### config.mk
export PLATFORM = sky130hd
export DESIGN_NAME = fspr_pin_roles
export DESIGN_NICKNAME = d
export VERILOG_FILES = /design/src/core/fspr_pin_roles.v
export VERILOG_INCLUDE_DIRS = /design/src /design/src/core
export SDC_FILE = /design/constraint.sdc
export NUM_CORES = 1
export LEC_CHECK = 0
export BUFFER_PORTS_ARGS = -buffer_cell sky130_fd_sc_hd__buf_2
export CORE_ASPECT_RATIO = 1.5
export CORE_MARGIN = 1.5
export CORE_UTILIZATION = 55
export CTS_CLUSTER_SIZE = 30
export DETAILED_ROUTE_END_ITERATION = 12
export PLACE_DENSITY = 0.76
export RECOVER_POWER = 100
export SETUP_SLACK_MARGIN = 0.4
export SYNTH_ARGS = -nofsm -noshare
export SYNTH_HDL_FRONTEND = slang
export SYNTH_SLANG_ARGS = --single-unit
### constraint.sdc
create_clock -name clk_i -period 5.5 [get_ports clk_i]
set_input_delay 0.55 -clock clk_i [delete_from_list [all_inputs] [get_ports clk_i]]
set_output_delay 0.55 -clock clk_i [all_outputs]
set_load 0.05 [all_outputs]
### src/core/fspr_regs.vh
// Constants for the serial flash pin-role block
`ifndef FSPR_REGS_VH
`define FSPR_REGS_VH

// Protocol encodings
`define FSPR_PROTO_EXT 2'h0
`define FSPR_PROTO_TWO 2'h1
`define FSPR_PROTO_FOUR 2'h2

// Command classes, decided by the command decoder outside this block
`define FSPR_CMD_NONE 3'h0
`define FSPR_CMD_DUAL_OUT_RD 3'h1
`define FSPR_CMD_QUAD_OUT_RD 3'h2
`define FSPR_CMD_DUAL_IO_RD 3'h3
`define FSPR_CMD_QUAD_IO_RD 3'h4
`define FSPR_CMD_DUAL_IN_PROG 3'h5
`define FSPR_CMD_QUAD_IN_PROG 3'h6
`define FSPR_CMD_OTHER_MOD 3'h7

// Configuration bit positions
`define FSPR_CFG_PAUSE_DIS_BIT 4
`define FSPR_CFG_BOOST_DIS_BIT 3
`define FSPR_VOLATILE_ENH_CONFIG_REG_RESET 8'hFF

// Boost wait window: 200 ms at a 100 ns clock
`define FSPR_BOOST_WAIT_MS 200
`define FSPR_CLK_NS 100
`define FSPR_BOOST_WAIT_CYC ((`FSPR_BOOST_WAIT_MS * 1000000) / `FSPR_CLK_NS)

`endif

### src/core/fspr_pin_roles.v
// Pin direction, pause, reset, write-guard and boost logic of a serial flash
//
// How it works
// - Line zero input bits are latched on rising serial clock edges.
// - Dual/quad output and I/O reads drive line zero on falling edges.
// - Line one shifts out on falling edges; dual/quad programs latch it rising.
// - Two-line protocol: lines zero and one are bidirectional in every phase.
// - Four-line: lines bidirectional, except boost program/erase falls back until boost low.
// - Write-guard pin is line two in four-line protocol and quad reads.
// - Input receivers stay enabled on every line unless it is driven.
// - Pause pin is line three in quad roles; pause ignored then, reset only if deselected in four-line.
// - Reset pin low forces reset mode and releases all outputs.
// - Pause low suspends transfer: line one released, line zero and clock ignored.
// - Pause disabled by bit 4 of persistent or volatile config register.
// - Recognised double transfer rate operation disables pause at once.
// - Four-line, deselected: shared pause pin resets device unless disabled.
// - Extended single/dual: write-guard low blocks program/erase in protected region.
// - Boost acceleration only when volatile config bit 3 is zero; default disabled.
// - Enabled boost pin is data until the last data input; no boost in 200 ms: standard speed.
// - Select high deselects and releases line one; low activates.
`include "fspr_regs.vh"
`default_nettype none

module fspr_pin_roles #(
	parameter BOOST_WAIT_CYC = `FSPR_BOOST_WAIT_CYC
) (
	input wire clk_i,
	input wire rst_i,
	input wire ce_i,
	// Pins from outside, synchronised here
	input wire sclk_i,
	input wire sel_n_i,
	input wire hw_reset_n_i,
	input wire boost_high_i,
	input wire serial_line_zero_i,
	input wire serial_line_one_i,
	input wire serial_line_two_i,
	input wire serial_line_three_i,
	output reg serial_line_zero_o,
	output reg serial_line_zero_oe_o,
	output reg serial_line_one_o,
	output reg serial_line_one_oe_o,
	output reg serial_line_two_o,
	output reg serial_line_two_oe_o,
	output reg serial_line_three_o,
	output reg serial_line_three_oe_o,
	// Core side, same clock
	input wire [1:0] proto_i,
	input wire [2:0] cmd_class_i,
	input wire data_out_phase_i,
	input wire [3:0] tx_bits_i,
	input wire dtr_seen_i,
	input wire modify_op_i,
	input wire last_data_i,
	input wire op_done_i,
	input wire [7:0] persistent_config_reg_i,
	input wire volatile_enh_config_reg_wr_i,
	input wire [7:0] volatile_enh_config_reg_wdata_i,
	input wire pause_reset_dis_i,
	input wire reset_capable_i,
	output reg [3:0] rx_bits_o,
	output reg rx_valid_o,
	output reg rx_four_o,
	output reg in_reset_o,
	output reg paused_o,
	output reg write_blocked_o,
	output reg boost_active_o,
	output reg boost_fast_o,
	output reg [1:0] eff_proto_o,
	output reg [7:0] volatile_enh_config_reg_o
);

	localparam [31:0] BOOST_WAIT = BOOST_WAIT_CYC;
	localparam [2:0] BST_IDLE = 3'h1;
	localparam [2:0] BST_WAIT = 3'h2;
	localparam [2:0] BST_RUN = 3'h4;

	////////////////////////////////////////////////////////////////////////
	// Two-flop synchronisers for all pin inputs
	wire [8:0] raw_w;
	reg [8:0] sync1_q;
	reg [8:0] sync2_q;
	assign raw_w = {serial_line_three_i, serial_line_two_i, serial_line_one_i,
		serial_line_zero_i, boost_high_i, hw_reset_n_i, sel_n_i, sclk_i, 1'b0};

	genvar gi;
	generate
		for (gi = 0; gi < 9; gi = gi + 1) begin : g_sync
			// Resets pick the idle level: select high, reset pin high
			always @(posedge clk_i or posedge rst_i) begin
				if (rst_i) begin
					sync1_q[gi] <= (gi == 2 || gi == 3) ? 1'b1 : 1'b0;
					sync2_q[gi] <= (gi == 2 || gi == 3) ? 1'b1 : 1'b0;
				end else if (ce_i) begin
					sync1_q[gi] <= raw_w[gi];
					sync2_q[gi] <= sync1_q[gi];
				end
			end
		end
	endgenerate

	wire sclk_s = sync2_q[1];
	wire sel_n_s = sync2_q[2];
	wire rst_pin_n_s = sync2_q[3];
	wire boost_s = sync2_q[4];
	wire [3:0] lines_s = sync2_q[8:5];

	////////////////////////////////////////////////////////////////////////
	// Edge detection on the sampled serial clock
	reg sclk_prev_q;
	always @(posedge clk_i or posedge rst_i) begin
		if (rst_i) begin
			sclk_prev_q <= 1'b0;
		end else if (ce_i) begin
			sclk_prev_q <= sclk_s;
		end
	end
	wire rise_w = sclk_s & ~sclk_prev_q;
	wire fall_w = ~sclk_s & sclk_prev_q;

	////////////////////////////////////////////////////////////////////////
	// Role decode
	reg boost_fallback_q;
	reg dtr_latch_q;
	wire [1:0] eff_proto_w = boost_fallback_q ? `FSPR_PROTO_EXT : proto_i;
	wire four_w = (eff_proto_w == `FSPR_PROTO_FOUR);
	wire two_w = (eff_proto_w == `FSPR_PROTO_TWO);
	wire quad_rd_w = (cmd_class_i == `FSPR_CMD_QUAD_OUT_RD) ||
		(cmd_class_i == `FSPR_CMD_QUAD_IO_RD);
	wire multi_rd_w = quad_rd_w || (cmd_class_i == `FSPR_CMD_DUAL_OUT_RD) ||
		(cmd_class_i == `FSPR_CMD_DUAL_IO_RD);
	wire multi_prog_w = (cmd_class_i == `FSPR_CMD_DUAL_IN_PROG) ||
		(cmd_class_i == `FSPR_CMD_QUAD_IN_PROG);
	// Quad role of the write-guard and pause pins
	wire quad_role_w = four_w || quad_rd_w;
	// Line zero drivable in multi-line reads or two/four-line protocols
	wire l0_bidir_w = multi_rd_w || two_w || four_w;
	// Line one stays an output except in multi-line programs
	wire l1_input_w = multi_prog_w && data_out_phase_i == 1'b0;
	// A zero in either register turns pause off; ones (erased state) keep it on
	wire pause_cfg_dis_w = ~persistent_config_reg_i[`FSPR_CFG_PAUSE_DIS_BIT] |
		~volatile_enh_config_reg_o[`FSPR_CFG_PAUSE_DIS_BIT];
	// Pause only counts while selected and not in a quad role
	wire pause_w = ~sel_n_s & ~lines_s[3] & ~quad_role_w & ~pause_cfg_dis_w &
		~dtr_latch_q & ~dtr_seen_i;
	// Reset via pause pin, only when deselected in four-line protocol
	wire pin_reset_w = reset_capable_i & four_w & sel_n_s & ~lines_s[3] &
		~pause_reset_dis_i;
	wire reset_w = ~rst_pin_n_s | pin_reset_w;
	wire active_w = ~sel_n_s & ~reset_w & ~pause_w;

	////////////////////////////////////////////////////////////////////////
	// Double transfer rate latch, cleared at deselect
	always @(posedge clk_i or posedge rst_i) begin
		if (rst_i) begin
			dtr_latch_q <= 1'b0;
		end else if (ce_i) begin
			if (dtr_seen_i) begin
				dtr_latch_q <= 1'b1;
			end else if (sel_n_s) begin
				dtr_latch_q <= 1'b0;
			end
		end
	end

	////////////////////////////////////////////////////////////////////////
	// Volatile enhanced configuration register
	always @(posedge clk_i or posedge rst_i) begin
		if (rst_i) begin
			volatile_enh_config_reg_o <= `FSPR_VOLATILE_ENH_CONFIG_REG_RESET;
		end else if (ce_i) begin
			if (reset_w) begin
				volatile_enh_config_reg_o <= `FSPR_VOLATILE_ENH_CONFIG_REG_RESET;
			end else if (volatile_enh_config_reg_wr_i) begin
				volatile_enh_config_reg_o <= volatile_enh_config_reg_wdata_i;
			end
		end
	end

	////////////////////////////////////////////////////////////////////////
	// Boost supply state machine
	reg [2:0] bst_q;
	reg [31:0] wait_cnt_q;
	wire boost_en_w = ~volatile_enh_config_reg_o[`FSPR_CFG_BOOST_DIS_BIT];
	wire boost_cmd_w = (cmd_class_i == `FSPR_CMD_QUAD_IN_PROG) || (four_w && modify_op_i);
	always @(posedge clk_i or posedge rst_i) begin
		if (rst_i) begin
			bst_q <= BST_IDLE;
			wait_cnt_q <= 32'h0;
			boost_fallback_q <= 1'b0;
			boost_fast_o <= 1'b0;
		end else if (ce_i) begin
			if (reset_w) begin
				bst_q <= BST_IDLE;
				boost_fallback_q <= 1'b0;
				boost_fast_o <= 1'b0;
			end else begin
				case (bst_q)
					BST_IDLE: begin
						boost_fast_o <= 1'b0;
						// Op may end before boost drops; fall back until it does
						if (!boost_s) begin
							boost_fallback_q <= 1'b0;
						end
						if (boost_en_w && boost_cmd_w && last_data_i) begin
							bst_q <= BST_WAIT;
							wait_cnt_q <= 32'h0;
						end
					end
					BST_WAIT: begin
						// Boost late: run at standard speed
						if (boost_s) begin
							bst_q <= BST_RUN;
							boost_fast_o <= 1'b1;
							boost_fallback_q <= (proto_i == `FSPR_PROTO_FOUR);
						end else if (wait_cnt_q >= BOOST_WAIT - 32'h1) begin
							bst_q <= BST_IDLE;
						end else begin
							wait_cnt_q <= wait_cnt_q + 32'h1;
						end
					end
					BST_RUN: begin
						if (!boost_s) begin
							boost_fallback_q <= 1'b0;
						end
						if (op_done_i) begin
							bst_q <= BST_IDLE;
							boost_fast_o <= 1'b0;
						end
					end
					default: begin
						bst_q <= BST_IDLE;
					end
				endcase
			end
		end
	end

	////////////////////////////////////////////////////////////////////////
	// Receive path: rising-edge sampling
	always @(posedge clk_i or posedge rst_i) begin
		if (rst_i) begin
			rx_bits_o <= 4'h0;
			rx_valid_o <= 1'b0;
			rx_four_o <= 1'b0;
		end else if (ce_i) begin
			rx_valid_o <= active_w & rise_w;
			rx_four_o <= quad_role_w;
			if (active_w && rise_w) begin
				// Receivers read all undriven lines
				rx_bits_o <= lines_s & ~{serial_line_three_oe_o, serial_line_two_oe_o,
					serial_line_one_oe_o, serial_line_zero_oe_o};
			end
		end
	end

	////////////////////////////////////////////////////////////////////////
	// Drive path: enables follow role, data changes on falling edges
	// Host must have released lines first; the device does not detect contention
	always @(posedge clk_i or posedge rst_i) begin
		if (rst_i) begin
			serial_line_zero_o <= 1'b0;
			serial_line_one_o <= 1'b0;
			serial_line_two_o <= 1'b0;
			serial_line_three_o <= 1'b0;
			serial_line_zero_oe_o <= 1'b0;
			serial_line_one_oe_o <= 1'b0;
			serial_line_two_oe_o <= 1'b0;
			serial_line_three_oe_o <= 1'b0;
		end else if (ce_i) begin
			if (!active_w) begin
				// Deselect, pause and reset all release the pins
				serial_line_zero_oe_o <= 1'b0;
				serial_line_one_oe_o <= 1'b0;
				serial_line_two_oe_o <= 1'b0;
				serial_line_three_oe_o <= 1'b0;
			end else if (fall_w) begin
				serial_line_zero_oe_o <= data_out_phase_i & l0_bidir_w;
				serial_line_one_oe_o <= data_out_phase_i & ~l1_input_w;
				serial_line_two_oe_o <= data_out_phase_i & quad_role_w;
				serial_line_three_oe_o <= data_out_phase_i & quad_role_w;
				serial_line_zero_o <= tx_bits_i[0];
				serial_line_one_o <= tx_bits_i[1];
				serial_line_two_o <= tx_bits_i[2];
				serial_line_three_o <= tx_bits_i[3];
			end
		end
	end

	////////////////////////////////////////////////////////////////////////
	// Status outputs
	always @(posedge clk_i or posedge rst_i) begin
		if (rst_i) begin
			in_reset_o <= 1'b1;
			paused_o <= 1'b0;
			write_blocked_o <= 1'b0;
			boost_active_o <= 1'b0;
			eff_proto_o <= `FSPR_PROTO_EXT;
		end else if (ce_i) begin
			in_reset_o <= reset_w;
			paused_o <= pause_w;
			// Region check against block-protect bits is done by the core
			write_blocked_o <= (eff_proto_w == `FSPR_PROTO_EXT) & ~quad_rd_w &
				~lines_s[2];
			boost_active_o <= (bst_q != BST_IDLE);
			eff_proto_o <= eff_proto_w;
		end
	end

endmodule // fspr_pin_roles
`default_nettype wire

After elaboration in Yosys (flattened, before gate mapping)

Cells that the tools add are included.

Flip-flop bits (word level): 82
Bits of input ports: 44
Output and inout port bits: 29

Magnitude comparators: 1
Equal/unequal tests: 22
Reduce and logical (&&, ||, !) cells: 29
Bitwise operators: 42
Mux-type cells: 29
$add $sub $neg: 1

Operator list:

| cell                    | count |
|---|---|
| $mux W32                | 3 |
| $pmux W32 S2            | 1 |
| $add A32 B1 Y32 const B | 1 |
| $ge A32 B21 Y1 const B  | 1 |
| $and A1 B1 Y1           | 19 |
| $not A1 Y1              | 19 |
| $mux W8                 | 2 |
| $mux W3                 | 5 |
| $mux W1                 | 14 |
| $eq A3 B3 Y1 const B    | 4 |
| $reduce_and A4 Y1       | 3 |
| $eq A3 B2 Y1 const B    | 3 |
| $ne A3 B3 Y1 const B    | 3 |
| $pmux W3 S3             | 1 |
| $logic_or A1 B1 Y1      | 8 |
| $ne A2 B2 Y1 const B    | 4 |
| $reduce_and A2 Y1       | 4 |
| $eq A3 B1 Y1 const B    | 2 |
| $reduce_and A6 Y1       | 1 |
| $reduce_bool A2 Y1      | 3 |
| $logic_and A1 B1 Y1     | 5 |
| $and A4 B4 Y4           | 1 |
| $eq A2 B2 Y1 const B    | 2 |
| $ne A4 B4 Y1 const B    | 1 |
| 13 further kinds        | 14 |

Depth between registers and ports, before layout

Gate-level depths: netlist of the first run.

Depth after elaboration: 12
Depth in mapped cells: 8

Least setup slack after synthesis of the first run

No wires, ideal clock.

Path kind: register -> register
Start: register wait_cnt_q[0]
End: register wait_cnt_q[14]
Arrival: 2.203 ns
Stages on the path, launching flop included: 8
Setup slack: 3.210 ns
Setup time: 0.087 ns
Clock period less this slack: 2.290 ns
Cells stage by stage: dfrtp_1 ha_1 and2_1 clkbuf_1 a311oi_4 o2111ai_4 or4_1 o211ai_1

Word-level cells in the longest chain between the ends: 4
Elaborated cells on any way between the ends: 7
Those cells by class: 1 x add/sub; 1 x order compare; 1 x eq/ne; 3 x mux; 1 x reduce/logical

Ends and longest elaborated chain:

| element                | line                 | text |
|---|---|---|
| start, declared        | fspr_pin_roles.v:183 | `reg [31:0] wait_cnt_q;` |
| start signal, assigned | fspr_pin_roles.v:219 | `wait_cnt_q <= wait_cnt_q + 32'h1;` |
| $add A32 B1 Y32        | fspr_pin_roles.v:219 |  |
| $mux W32               | fspr_pin_roles.v:216 | `end else if (wait_cnt_q >= BOOST_WAIT - 32'h1) begin` |
| $mux W32               | fspr_pin_roles.v:212 | `if (boost_s) begin` |
| $pmux W32 S2           | fspr_pin_roles.v:198 | `case (bst_q)` |

Parallel ways exist; a longest one is shown, timed or not. The select of a mux whose other input is x is not followed.
A chain may end at the register's enable or synchronous reset.

Final worst setup path of the first run

Start: input ce_i
End: register wait_cnt_q[12]

Word-level cells in the longest chain between the ends: 1

Ends and longest elaborated chain:

| element                     | line                | text |
|---|---|---|
| start, declared             | fspr_pin_roles.v:29 | `input wire ce_i,` |
| $reduce_and A6 Y1 (no line) | n/a                 |  |

No other way between the ends.

==> metrics, run 1 <==
status=finished, violations left; violated checks=max-capacitance violations, max-slew violations; fill count=between 500 and 600; io pins=73; I/O Buffers=65; Synth Instances=351; GRT Total Usage=24.5%; clk_skew=0.0103 ns; clock latency on the worst-skew pair=between 0.3 and 0.4 ns; most common cell after layout, fill and taps aside=dfrtp_1; Post-DP HPWL=5950 um; Arr. time, crit path=just over 4 ns; WS Path Type=input pin to flop; first-pass GRT wire length=14700 um; #FFs+latches synth=82; n_diodes=0; site row count=37; postcts setup bufs=0; Seq/Total Area, Yosys=52.7%; Async SR Flop Fraction=100%; DRT Pass-1 Iters=4; Clock Pin Slew Worst Setup and Hold Paths=0.08 ns; Final period util=70.4%; GR Overflow Total=0; Least-Margin Pin Slew=roughly 1.8 ns; leakage=about 0.0019 uW; Slew Limit Headroom=-21.0%; number of nets in the final layout=approximately 460; DR iter-0 viols=174; core area=6900 um^2; PD cells=341 nW/um^2; TritonCTS clock tree=built; Max H-tree Level=3; Avg Cell Area, Syn=11.2 um^2; die area=approximately 7700 um^2; Die Ht=106 um; leading area contributor after synthesis=dfrtp_1; largest net degree at the start of global routing=83; DR WL/cell=between 15 and 20 um; total power=1530 uW; Routed WL=~8500 um; Syn. warnings=0; Post-CTS Hold Buffers=0; Synth Flop Type=dfrtp_1; Resize count post-CTS=0; Synth top area share=43.3%; clock sink count=82; unrepaired setup endpoints after global routing=no; Critical Path RT=around 5.8 ns; post-synth net total=396; initial antenna violation count=0; Avg Vias per Cell=6.06; drt drc=0; Final Max Tran Viols=43; synth top area cells=dfrtp_1 43%, dfstp_2 9.4%, mux2_2 6.6%, o211ai_1 2.3%, o21ai_0 2.2%; crit path capture type=flop; Initial Util=56.9%; Mapped Area=3930 um^2; Unique masters post-synth=60; most frequent cells in the layout=68 x dfrtp_1, 35 x buf_2, 31 x clkbuf_1, 23 x mux2_2, 18 x nand2_1; CP max FO=42; CTS max path bufs=2; root buf cell=clkbuf_8; Final Util=64.8%; min-delay worst type=input pin to flop; Num CTS Buffers=9; Setup TNS=0 ns; # Max-Cap Violations=1; vias in the first global route=3209; clock period minus final worst setup slack=around 3.9 ns; Worst Setup Start Kind=input pin; share of cells above drive strength 1=24.0%; VDD IR max=327 uV; Hold Vio Cnt, Final=0; Layout area overhead=13.9%; # setup viols final=0; Routability Congestion=0.870; routed via count=3019; EDFF count, synth=0; post-route ant nets=0; die width=72.0 um; Fmax=~260 MHz
-- layout make-up --
cell class / count / area, um^2 / area share [%]
clock buffers: 10 / 128 / 2.85
clock inverters: 5 / 80.1 / 1.79
inverters: 14 / 53.8 / 1.20
multi-input cells: 243 / 1750 / 39.1
flip-flops and latches: 82 / 2070 / 46.3
well taps: 78 / 97.6 / 2.18
repair buffers: 66 / 295 / 6.60
-- Yosys cell counts (all sizes together) (2+ instances only) --
cell type and count:
dfrtp 68, mux2 23, o21ai 19, nand2 18
nor2 16, dfstp 14, inv 14, and2 12
o211ai 12, nand4 11, nand3 10, a21oi 9
clkbuf 9, o22a 9, nand2b 8, nor3 8
o31ai 7, mux2i 6, o311ai 6, a21o 5
o2111ai 5, o21a 5, or4 5, and3 4
nor2b 4, nor4 4, a22o 3, buf 3
nand3b 3, or2 3, or4bb 3, o21bai 2
xnor2 2
-- sequential cells by signal, summed over array words and instances (netlist names), 2 cells and up --
| signal | flops |
|---|---|
| lines_s | 4 |
| sync1_q | 8 |
| bst_q | 3 |
| rx_bits_o | 4 |
| volatile_enh_config_reg_o | 8 |
| wait_cnt_q | 32 |
| eff_proto_o | 2 |
-- final timing paths --
check | from | end | slack (ns) | cells past startpoint
max in group asynchronous | rst_i | sync1_q[1]$_DFFE_PP0P_ | 4.30 | 3
worst max register to register | bst_q[0]$_DFFE_PP1P_ | wait_cnt_q[12]$_DFFE_PP0P_ | 2.50 | 5
worst min-delay path | hw_reset_n_i | sync1_q[3]$_DFFE_PP1P_ | 0.43 | 2
worst max-delay path | ce_i | wait_cnt_q[12]$_DFFE_PP0P_ | 1.63 | 6
min in group asynchronous | rst_i | wait_cnt_q[31]$_DFFE_PP0P_ | 0.50 | 3
worst min register to register | boost_active_o$_DFFE_PP0P_ | boost_active_o$_DFFE_PP0P_ | 0.48 | 1
-- critical path, cell delays in order --
cell and delay, ns:
clkbuf_1 1.28, or4bb_1 0.51, a211oi_1 0.65, o21ai_2 0.42
or4_1 0.55, o211ai_1 0.17
-- metrics by stage --
| stage | std cells | area, um^2 | setup slack [ns] | hold slack (ns) |
|---|---|---|---|---|
| floorplan | 351 | 3930 | 2.86 | 0.449 |
| global placement | 483 | 4310 | 2.42 | 0.459 |
| CTS | 498 | 4520 | 2.76 | 0.408 |
| detailed placement | 483 | 4310 | 2.38 | 0.463 |
| finish | 498 | 4470 | 1.63 | 0.431 |
| global route | 498 | 4470 | 1.34 | 0.412 |
-- routing by layer --
layer | track usage, % | vias to the layer above | routed length (um)
li1 | - | 1454 | -
met1 | 28.0 | 1473 | 3530
met2 | 43.3 | 82 | 4520
met3 | 5.40 | 10 | 337
met4 | 10.5 | 0 | 128
met5 | 0 | - | 0
-- cells by family (layout without fill, tap and decap cells) --
| family | after synthesis | in the layout | share of synthesized area, % |
|---|---|---|---|
| simple gates | 115 | 115 | 16.6 |
| compound gates | 95 | 95 | 19.0 |
| flops | 82 | 82 | 52.7 |
| mux | 29 | 29 | 8.12 |
| buf+inv | 26 | 95 | 2.61 |
| xor+xnor | 3 | 3 | 0.669 |
| fa+ha+maj | 1 | 1 | 0.319 |
-- power by group --
group          total (uW)  switching (uW)  internal, uW
clock network         468             215           253
registers             736            55.1           681
logic                 321             235          86.6
total                1530             505          1020
Note: power is estimated with default switching activity, not from simulation.
==> run 2, diff against run 1 <==
--- a/config.mk
+++ b/config.mk
@@ -6,13 +6,14 @@
 export SDC_FILE = /design/constraint.sdc
 export NUM_CORES = 1
 export LEC_CHECK = 0
+export ABC_AREA = 1
 export BUFFER_PORTS_ARGS = -buffer_cell sky130_fd_sc_hd__buf_2
 export CORE_ASPECT_RATIO = 1.5
 export CORE_MARGIN = 1.5
-export CORE_UTILIZATION = 55
+export CORE_UTILIZATION = 51
 export CTS_CLUSTER_SIZE = 30
 export DETAILED_ROUTE_END_ITERATION = 12
-export PLACE_DENSITY = 0.76
+export PLACE_DENSITY = 0.73
 export RECOVER_POWER = 100
 export SETUP_SLACK_MARGIN = 0.4
 export SYNTH_ARGS = -nofsm -noshare
==> constraint.sdc (replaced) <==
create_clock -name clk_i -period 3.2 [get_ports clk_i]
set_input_delay 0.32 -clock clk_i [delete_from_list [all_inputs] [get_ports clk_i]]
set_output_delay 0.32 -clock clk_i [all_outputs]
set_load 0.05 [all_outputs]
==> run 2 against run 1 <==
The flow still finishes with violations (max-capacitance violations, max-slew violations); final area grew 7.9%; worst hold slack worse by 0.26 ns; combinational power rose by 140%; setup slack got worse by 0.92 ns; core utilization shrank 4.9 points; via count rose by 24%; non-clock buffer count up 1; critical path type is now flop to flop; largest cell class unchanged.
==> metrics, run 2 <==
Worst R2R Path Depth=10 (was 5); fin area=4830 um^2 (was 4470 um^2); Clock Pin Slew Worst Setup and Hold Paths=0.06 ns (was 0.08 ns); Post-CTS Hold Buffers=0 (unchanged); Final period util=77.7%; Routed WL=9250 um (was 8510 um); largest net degree at the start of global routing=47 (was 83); compound-gate portion of the synthesized area=5.63% (was 19.0%); most frequent cells in the layout=210 x nand2_1, 86 x nor2_1, 68 x dfrtp_1, 56 x inv_1, 50 x nand3_1 (was 68 x dfrtp_1, 35 x buf_2, 31 x clkbuf_1, 23 x mux2_2, 18 x nand2_1); TritonCTS clock tree=built (unchanged); violated checks=max-capacitance violations, max-slew violations (unchanged); P_int=1940 uW (was 1020 uW); postcts setup bufs=0 (unchanged); Post-DP Area=4660 um^2 (was 4310 um^2); Top reg by flops=wait_cnt_q (unchanged); XOR/XNOR share of the synthesized area=1.44% (was 0.669%); VDD IR max=380 uV (was 327 uV); Seq/Total Area, Yosys=48.5% (was 52.7%); Avg Vias per Cell=5.00 (was 6.06); adder-cell share of the synthesized area=0.293% (was 0.319%); Top Family by Delay on Critical Path=simple AND/OR/NAND/NOR gates (was buffers and inverters); leading area contributor after synthesis=dfrtp_1 (unchanged); reg-to-reg endpoint=wait_cnt_q[18]$_DFFE_PP0P_ (was wait_cnt_q[12]$_DFFE_PP0P_); root buf cell=clkbuf_16 (was clkbuf_8); Sw Ratio=36.4% (was 33.1%); Net Switching=1110 uW (was 505 uW); drt drc=0 (unchanged); Critical R2R Launch=bst_q[0]$_DFFE_PP1P_ (unchanged); main combinational cell family by area after synthesis=simple AND/OR/NAND/NOR gates (was compound AO/OA/AOI/OAI gates); initial antenna violation count=0 (unchanged); GR Overflow Total=0 (unchanged); Num CTS Buffers=9 (unchanged); min-delay worst type=input pin to flop (unchanged); CTS max path bufs=2 (unchanged); I/O Buffers=65 (unchanged); share of cells above drive strength 1=11.2% (was 24.0%); # setup viols final=0 (unchanged); Least-Margin Pin Slew=1.97 ns (was 1.81 ns); Resize count post-CTS=0 (unchanged); WS Path Type=flop to flop (was input pin to flop); die width=77.7 um (was 72.0 um); most numerous cell in the Yosys netlist=nand2_1 (was dfrtp_1); most common cell after layout, fill and taps aside=nand2_1 (was dfrtp_1); Async SR Flop Fraction=100% (unchanged); number of nets in the final layout=685 (was 461); CP max FO=23 (was 42); CP Capture Point=wait_cnt_q[18]$_DFFE_PP0P_ (was wait_cnt_q[12]$_DFFE_PP0P_); setup slack at placement=1.03 ns (was 2.38 ns); buffers plus inverters on the worst setup path=2 (was 1); Die Ht=115 um (was 106 um); clk_skew=0.00534 ns (was 0.0103 ns); vias in the first global route=3537 (was 3209); max reg flops=32 (unchanged); Synth Instances=578 (was 351); synth top area cells=dfrtp_1 40%, nand2_1 18%, dfstp_2 8.6%, nor2_1 7.5%, nand3_1 5.9% (was dfrtp_1 43%, dfstp_2 9.4%, mux2_2 6.6%, o211ai_1 2.3%, o21ai_0 2.2%); DR WL/cell=12.3 um (was 17.1 um); slack of the worst reg-to-reg path=0.71 ns (was 2.50 ns); Synth Flop Type=dfrtp_1 (unchanged); Arr. time, crit path=2.76 ns (was 4.13 ns); first-pass GRT wire length=15700 um (was 14700 um); Synth top area share=39.9% (was 43.3%); Synth top cells by count=206 x nand2_1, 85 x nor2_1, 68 x dfrtp_1 (was 68 x dfrtp_1, 23 x mux2_2, 18 x nand2_1); DR iter-0 viols=201 (was 174); Post-DP HPWL=6600 um (was 5950 um); site row count=40 (was 37); EDFF count, synth=0 (unchanged); Routability Congestion=0.904 (was 0.870); routed via count=3753 (was 3019); core area=8060 um^2 (was 6900 um^2); WP depth=10 (was 6); Mapped Area=4270 um^2 (was 3930 um^2); status=finished, violations left (unchanged); Comb pwr share=25.6% (was 21.1%); Worst path most repeated cell=nand2_1; PnR worst setup slack=0.714 ns (was 1.63 ns); Layout area overhead=13.1% (was 13.9%); clock sink count=82 (unchanged); Worst path max stage delay=0.55 ns (was 1.28 ns); die area=8930 um^2 (was 7670 um^2); fraction of synthesized area in multiplexers=0% (was 8.12%); Fmax=402 MHz; Syn. warnings=0 (unchanged); clock network power share=30.5% (was 30.7%); Worst Setup Start Kind=flop (was input pin); fill count=773 (was 536); Setup TNS=0 ns (unchanged); unrepaired setup endpoints after global routing=no (unchanged); post-synth net total=623 (was 396); Max H-tree Level=3 (unchanged); clock period minus final worst setup slack=2.49 ns; sequential share of power=43.9% (was 48.3%); post-route ant nets=0 (unchanged); # Max-Cap Violations=1 (unchanged); Hold Vio Cnt, Final=0 (unchanged); Slowest-stage cell, CP=a21oi_2 (was clkbuf_1); leakage=0.00237 uW (was 0.00191 uW); Synth Area in Simple Gates=36.7% (was 16.6%); PD cells=633 nW/um^2 (was 341 nW/um^2); clock latency on the worst-skew pair=0.34 ns (was 0.35 ns); DRT Pass-1 Iters=5 (was 4); Initial Util=53.0% (was 56.9%); Avg Cell Area, Syn=7.38 um^2 (was 11.2 um^2); Cell Chain, Critical Path=inv_1 -> nand3_2 -> inv_1 -> nand2_1 -> nand2_1 -> nor2_2 -> nand2_2 -> a21oi_2 -> nand2_1 -> nand2_1 (was clkbuf_1 -> or4bb_1 -> a211oi_1 -> o21ai_2 -> or4_1 -> o211ai_1); GRT Total Usage=22.5% (was 24.5%); Slew Limit Headroom=-32.3% (was -21.0%); biggest regs=wait_cnt_q x32, sync1_q x8, volatile_enh_config_reg_o x8 (unchanged); Critical Path RT=3.48 ns (was 5.76 ns); io pins=73 (unchanged); #FFs+latches synth=82 (unchanged); CP startpoint=bst_q[0]$_DFFE_PP1P_ (was ce_i); Final Max Tran Viols=47 (was 43); total power=3060 uW (was 1530 uW); crit path capture type=flop (unchanged); n_diodes=0 (unchanged); Unique masters post-synth=34 (was 60)
==> run 2: changes by cell type in the layout (fill, tap and decap cells not counted), sizes merged, moves of 7 or more <==
cell,previous run,this run
inv,13,57
and2,12,2
o31ai,7,0
o22a,9,0
nor2,16,88
o211ai,12,2
nand2,18,214
nand2b,8,0
o21ai,19,29
nand3,10,51
mux2,23,0
==> run 2: worst min-delay path by stage <==
stage / start / slack, ns / depth (start not counted) / to
CTS: rst_i / 0.13 / 2 / rx_bits_o[3]$_DFFE_PP0P_
global route: sel_n_i / 0.17 / 3 / sync1_q[2]$_DFFE_PP1P_
global placement: serial_line_one_o$_DFFE_PP0P_ / 0.45 / 2 / serial_line_one_o$_DFFE_PP0P_
finish: sel_n_i / 0.17 / 3 / sync1_q[2]$_DFFE_PP1P_
floorplan: sel_n_i / 0.42 / 2 / sync1_q[2]$_DFFE_PP1P_
detailed placement: sync1_q[3]$_DFFE_PP1P_ / 0.46 / 2 / sync1_q[3]$_DFFE_PP1P_
==> run 2: cell families after synthesis <==
group | after synthesis
flops | 82
fa+ha+maj | 1
compound gates | 43
simple gates | 371
buf+inv | 74
xor+xnor | 7
==> run 2: layout make-up <==
| cell class | count | area, um^2 | share of cell area [%] |
|---|---|---|---|
| Sequential cell | 82 | 2070 | 42.9 |
| Multi-Input combinational cell | 422 | 1840 | 38.2 |
| Timing Repair Buffer | 67 | 298 | 6.17 |
| Clock buffer | 11 | 233 | 4.82 |
| Inverter | 58 | 221 | 4.59 |
| Tap cell | 105 | 131 | 2.72 |
| Clock inverter | 5 | 31.3 | 0.648 |
==> run 2: power groups by stage <==
stage	registers, uW	logic [uW]	clock network [uW]
floorplan	1590	397	0
global placement	1350	814	0
detailed placement	1360	830	0
CTS	1340	833	948
global route	1360	879	980
finish	1340	783	932
==> run 2: worst register-to-register path: cells and delay by family, from the launching register on <==
| kind | cells | cell delay (ns) |
|---|---|---|
| DFF | 1 | 0.54 |
| and+or+nand+nor | 7 | 1.00 |
| buffers and inverters | 2 | 0.32 |
| AOI/OAI and AO/OA | 1 | 0.55 |
==> run 2: per-stage QoR <==
stage	utilization, %	hold slack, ns	instances
global route	59.9	0.170	750
CTS	61.1	0.132	750
finish	59.9	0.172	750
floorplan	-	0.416	578
global placement	57.8	0.452	734
detailed placement	57.8	0.458	734
==> run 2: layer usage <==
metal / part of all wire [%] / global-route usage (%) / wire length [um]
met5: 0 / 0 / 0
met1: 42 / 26.1 / 3910
met2: 52 / 39.9 / 4850
met3: 3.6 / 4.76 / 329
met4: 1.7 / 9.94 / 155
==> run 3, diff against run 2 <==
--- a/config.mk
+++ b/config.mk
@@ -6,14 +6,14 @@
 export SDC_FILE = /design/constraint.sdc
 export NUM_CORES = 1
 export LEC_CHECK = 0
-export ABC_AREA = 1
+export ABC_AREA = 0
 export BUFFER_PORTS_ARGS = -buffer_cell sky130_fd_sc_hd__buf_2
 export CORE_ASPECT_RATIO = 1.5
 export CORE_MARGIN = 1.5
-export CORE_UTILIZATION = 51
+export CORE_UTILIZATION = 55
 export CTS_CLUSTER_SIZE = 30
 export DETAILED_ROUTE_END_ITERATION = 12
-export PLACE_DENSITY = 0.73
+export PLACE_DENSITY = 0.76
 export RECOVER_POWER = 100
 export SETUP_SLACK_MARGIN = 0.4
 export SYNTH_ARGS = -nofsm -noshare
==> constraint.sdc (replaced) <==
create_clock -name clk_i -period 2.35 [get_ports clk_i]
set_input_delay 0.235 -clock clk_i [delete_from_list [all_inputs] [get_ports clk_i]]
set_output_delay 0.235 -clock clk_i [all_outputs]
set_load 0.05 [all_outputs]
==> run 3 against run 2 <==
The run now ends clean; combinational power grew 7.5%; non-clock buffer count grew 66; sequential share of layout area is 3.1 points lower; clock-buffer cell count did not move; final area rose by 7.8%; global-route usage up 5.1 points; cell count shrank 24%; worst hold slack lost 0.066 ns; via count fell by 6.6%; sequential power rose by 28%; flip-flop and latch count is the same; critical path type unchanged; largest cell class unchanged; highest routed layer unchanged.
==> metrics, run 3 (synthesized netlist as in run 1, its figures left out) <==
die width=72.0 um (was 77.7 um); WL met3=449 um (was 329 um); GRT Total Usage=27.7% (was 22.5%); clock latency on the worst-skew pair=0.35 ns (was 0.34 ns); PD cells=702 nW/um^2 (was 633 nW/um^2); CTS max path bufs=2 (unchanged); VDD IR max=692 uV (was 380 uV); number of nets in the final layout=529 (was 685); Top reg by flops=wait_cnt_q (unchanged); min-delay worst type=input pin to flop (unchanged); core area=6900 um^2 (was 8060 um^2); P_int=2440 uW (was 1940 uW); fill count=463 (was 773); Num CTS Buffers=9 (unchanged); most common cell after layout, fill and taps aside=dfrtp_1 (was nand2_1); clk_skew=0.00724 ns (was 0.00534 ns); Max H-tree Level=3 (unchanged); clock period minus final worst setup slack=2.23 ns (was 2.49 ns); I/O Buffers=65 (unchanged); Critical Path RT=2.59 ns (was 3.48 ns); wire length on met2=5780 um (was 4850 um); Worst path max stage delay=0.56 ns (was 0.55 ns); register area=2070 um^2 (unchanged); Cell Chain, Critical Path=or4_4 -> a311oi_4 -> clkbuf_4 -> o2111ai_1 -> clkbuf_2 -> buf_4 -> o31ai_4 -> mux2i_1 (was inv_1 -> nand3_2 -> inv_1 -> nand2_1 -> nand2_1 -> nor2_2 -> nand2_2 -> a21oi_2 -> nand2_1 -> nand2_1); WS Path Type=flop to flop (unchanged); Layout area overhead=32.4% (was 13.1%); Final Max Tran Viols=0 (was 47); max reg flops=32 (unchanged); clock sink count=82 (unchanged); Metal-1 WL=3870 um (was 3910 um); Initial Util=56.9% (was 53.0%); routed via count=3506 (was 3753); Setup TNS=0 ns (unchanged); share of cells above drive strength 1=37.8% (was 11.2%); CP max FO=5 (was 23); Arr. time, crit path=2.47 ns (was 2.76 ns); Comb pwr share=23.1% (was 25.6%); die area=7670 um^2 (was 8930 um^2); DR top layer=met4 (unchanged); initial antenna violation count=0 (unchanged); buffers plus inverters on the worst setup path=3 (was 2); io pins=73 (unchanged); root buf cell=clkbuf_8 (was clkbuf_16); fin area=5200 um^2 (was 4830 um^2); Routability Congestion=0.963 (was 0.904); Least-Margin Pin Slew=0.889 ns (was 1.97 ns); Avg Vias per Cell=6.18 (was 5.00); status=complete, no violations (was finished, violations left); Slowest-stage cell, CP=or4_4 (was a21oi_2); first-pass GRT wire length=16300 um (was 15700 um); unrepaired setup endpoints after global routing=yes (was no); largest net degree at the start of global routing=68 (was 47); Slew Limit Headroom=40.8% (was -32.3%); Fmax=448 MHz (was 402 MHz); site row count=37 (was 40); # Max-Cap Violations=0 (was 1); Post-DP Area=4580 um^2 (was 4660 um^2); vias in the first global route=3542 (was 3537); TritonCTS clock tree=built (unchanged); Post-DP HPWL=6520 um (was 6600 um); clock network power share=29.8% (was 30.5%); Sw Ratio=33.2% (was 36.4%); Routed WL=10600 um (was 9250 um); DR WL/cell=18.7 um (was 12.3 um); Clock Pin Slew Worst Setup and Hold Paths=0.08 ns (was 0.06 ns); leakage=0.00225 uW (was 0.00237 uW); Net Switching=1210 uW (was 1110 uW); biggest regs=wait_cnt_q x32, sync1_q x8, volatile_enh_config_reg_o x8 (unchanged); n_diodes=0 (unchanged); GR Overflow Total=0 (unchanged); drt drc=0 (unchanged); area occupied by multi-input gates=1960 um^2 (was 1840 um^2); Top Family by Delay on Critical Path=buffers and inverters (was simple AND/OR/NAND/NOR gates); sequential share of power=47.1% (was 43.9%); DRT Pass-1 Iters=5 (unchanged); post-route ant nets=0 (unchanged); DR iter-0 viols=227 (was 201); Hold Vio Cnt, Final=0 (unchanged); Final period util=95.0% (was 77.7%); Die Ht=106 um (was 115 um); most frequent cells in the layout=68 x dfrtp_1, 42 x clkbuf_1, 37 x buf_2, 37 x buf_4, 23 x mux2_2 (was 210 x nand2_1, 86 x nor2_1, 68 x dfrtp_1, 56 x inv_1, 50 x nand3_1); crit path capture type=flop (unchanged); # setup viols final=0 (unchanged); Worst Setup Start Kind=flop (unchanged)
## run 3: cell count changes in the layout (fill, tap and decap cells not counted), moves of 10 or more
cell	delta
nor2_1	-70
mux2_2	+23
o211ai_1	+10
nand2_1	-193
o21ai_0	-13
buf_4	+37
buf_6	+13
nand3_1	-41
inv_1	-43
clkbuf_1	+10
## run 3: cell type report
class,count,area share [%]
Tap cell,78,1.88
Inverter,14,1.03
Clock inverter,5,1.52
Sequential cell,82,39.8
Multi-Input combinational cell,244,37.6
Timing Repair Buffer,133,15.7
Clock buffer,11,2.53
## run 3: metal layers
layer / up-vias / track usage (%)
li1: 1602 / -
met1: 1731 / 30.9
met2: 129 / 48.9
met3: 44 / 5.21
met4: 0 / 14.4
met5: - / 0
## run 3: per-stage QoR
| stage | hold slack [ns] | total power, uW | setup WS [ns] | std cells | util [%] |
|---|---|---|---|---|---|
| after CTS | 0.0647 | 3700 | 0.165 | 552 | 74.9 |
| final | 0.106 | 3650 | 0.117 | 567 | 75.4 |
| after detailed placement | 0.242 | 2570 | 0.0739 | 512 | 66.4 |
| after floorplan | 0.330 | 2320 | 0.0933 | 351 | - |
| after global placement | 0.238 | 2550 | 0.116 | 512 | 66.4 |
| after global routing | 0.0966 | 3800 | 0.0403 | 567 | 75.4 |
## run 3: path summary, 6_finish.rpt
check | startpoint | endpoint | slack (ns) | depth (start not counted)
hold / removal | volatile_enh_config_reg_wr_i | volatile_enh_config_reg_o[7]$_DFFE_PP1P_ | 0.11 | 2
setup reg to reg | wait_cnt_q[11]$_DFFE_PP0P_ | wait_cnt_q[17]$_DFFE_PP0P_ | 0.12 | 8
hold reg to reg | rx_bits_o[0]$_DFFE_PP0P_ | rx_bits_o[0]$_DFFE_PP0P_ | 0.49 | 2
min in group asynchronous | rst_i | wait_cnt_q[13]$_DFFE_PP0P_ | 0.49 | 3
setup / recovery | wait_cnt_q[11]$_DFFE_PP0P_ | wait_cnt_q[17]$_DFFE_PP0P_ | 0.12 | 8
max in group asynchronous | rst_i | boost_s$_DFFE_PP0P_ | 0.52 | 4
## run 3: timing repair
action,4_1_cts,5_1_grt
setup endpoints to repair,47,53
resized for setup,47,25
hold endpoints to repair,13,0
gates cloned,2,1
setup buffers,21,14
hold buffers,1,0
pin swaps,16,12
## run 3: power by group through the flow
stage	clock network, uW	registers, uW	logic, uW
final	1090	1720	842
after global routing	1160	1740	901
after CTS	1120	1710	870
after detailed placement	0	1740	836
after global placement	0	1730	818
after floorplan	0	2050	266
## run 3: worst register-to-register path, cell delays in order, from the launching register on
cell and delay [ns]:
dfrtp_1 0.38, or4_4 0.56, a311oi_4 0.25, clkbuf_4 0.20
o2111ai_1 0.10, clkbuf_2 0.21, buf_4 0.16, o31ai_4 0.17
mux2i_1 0.10
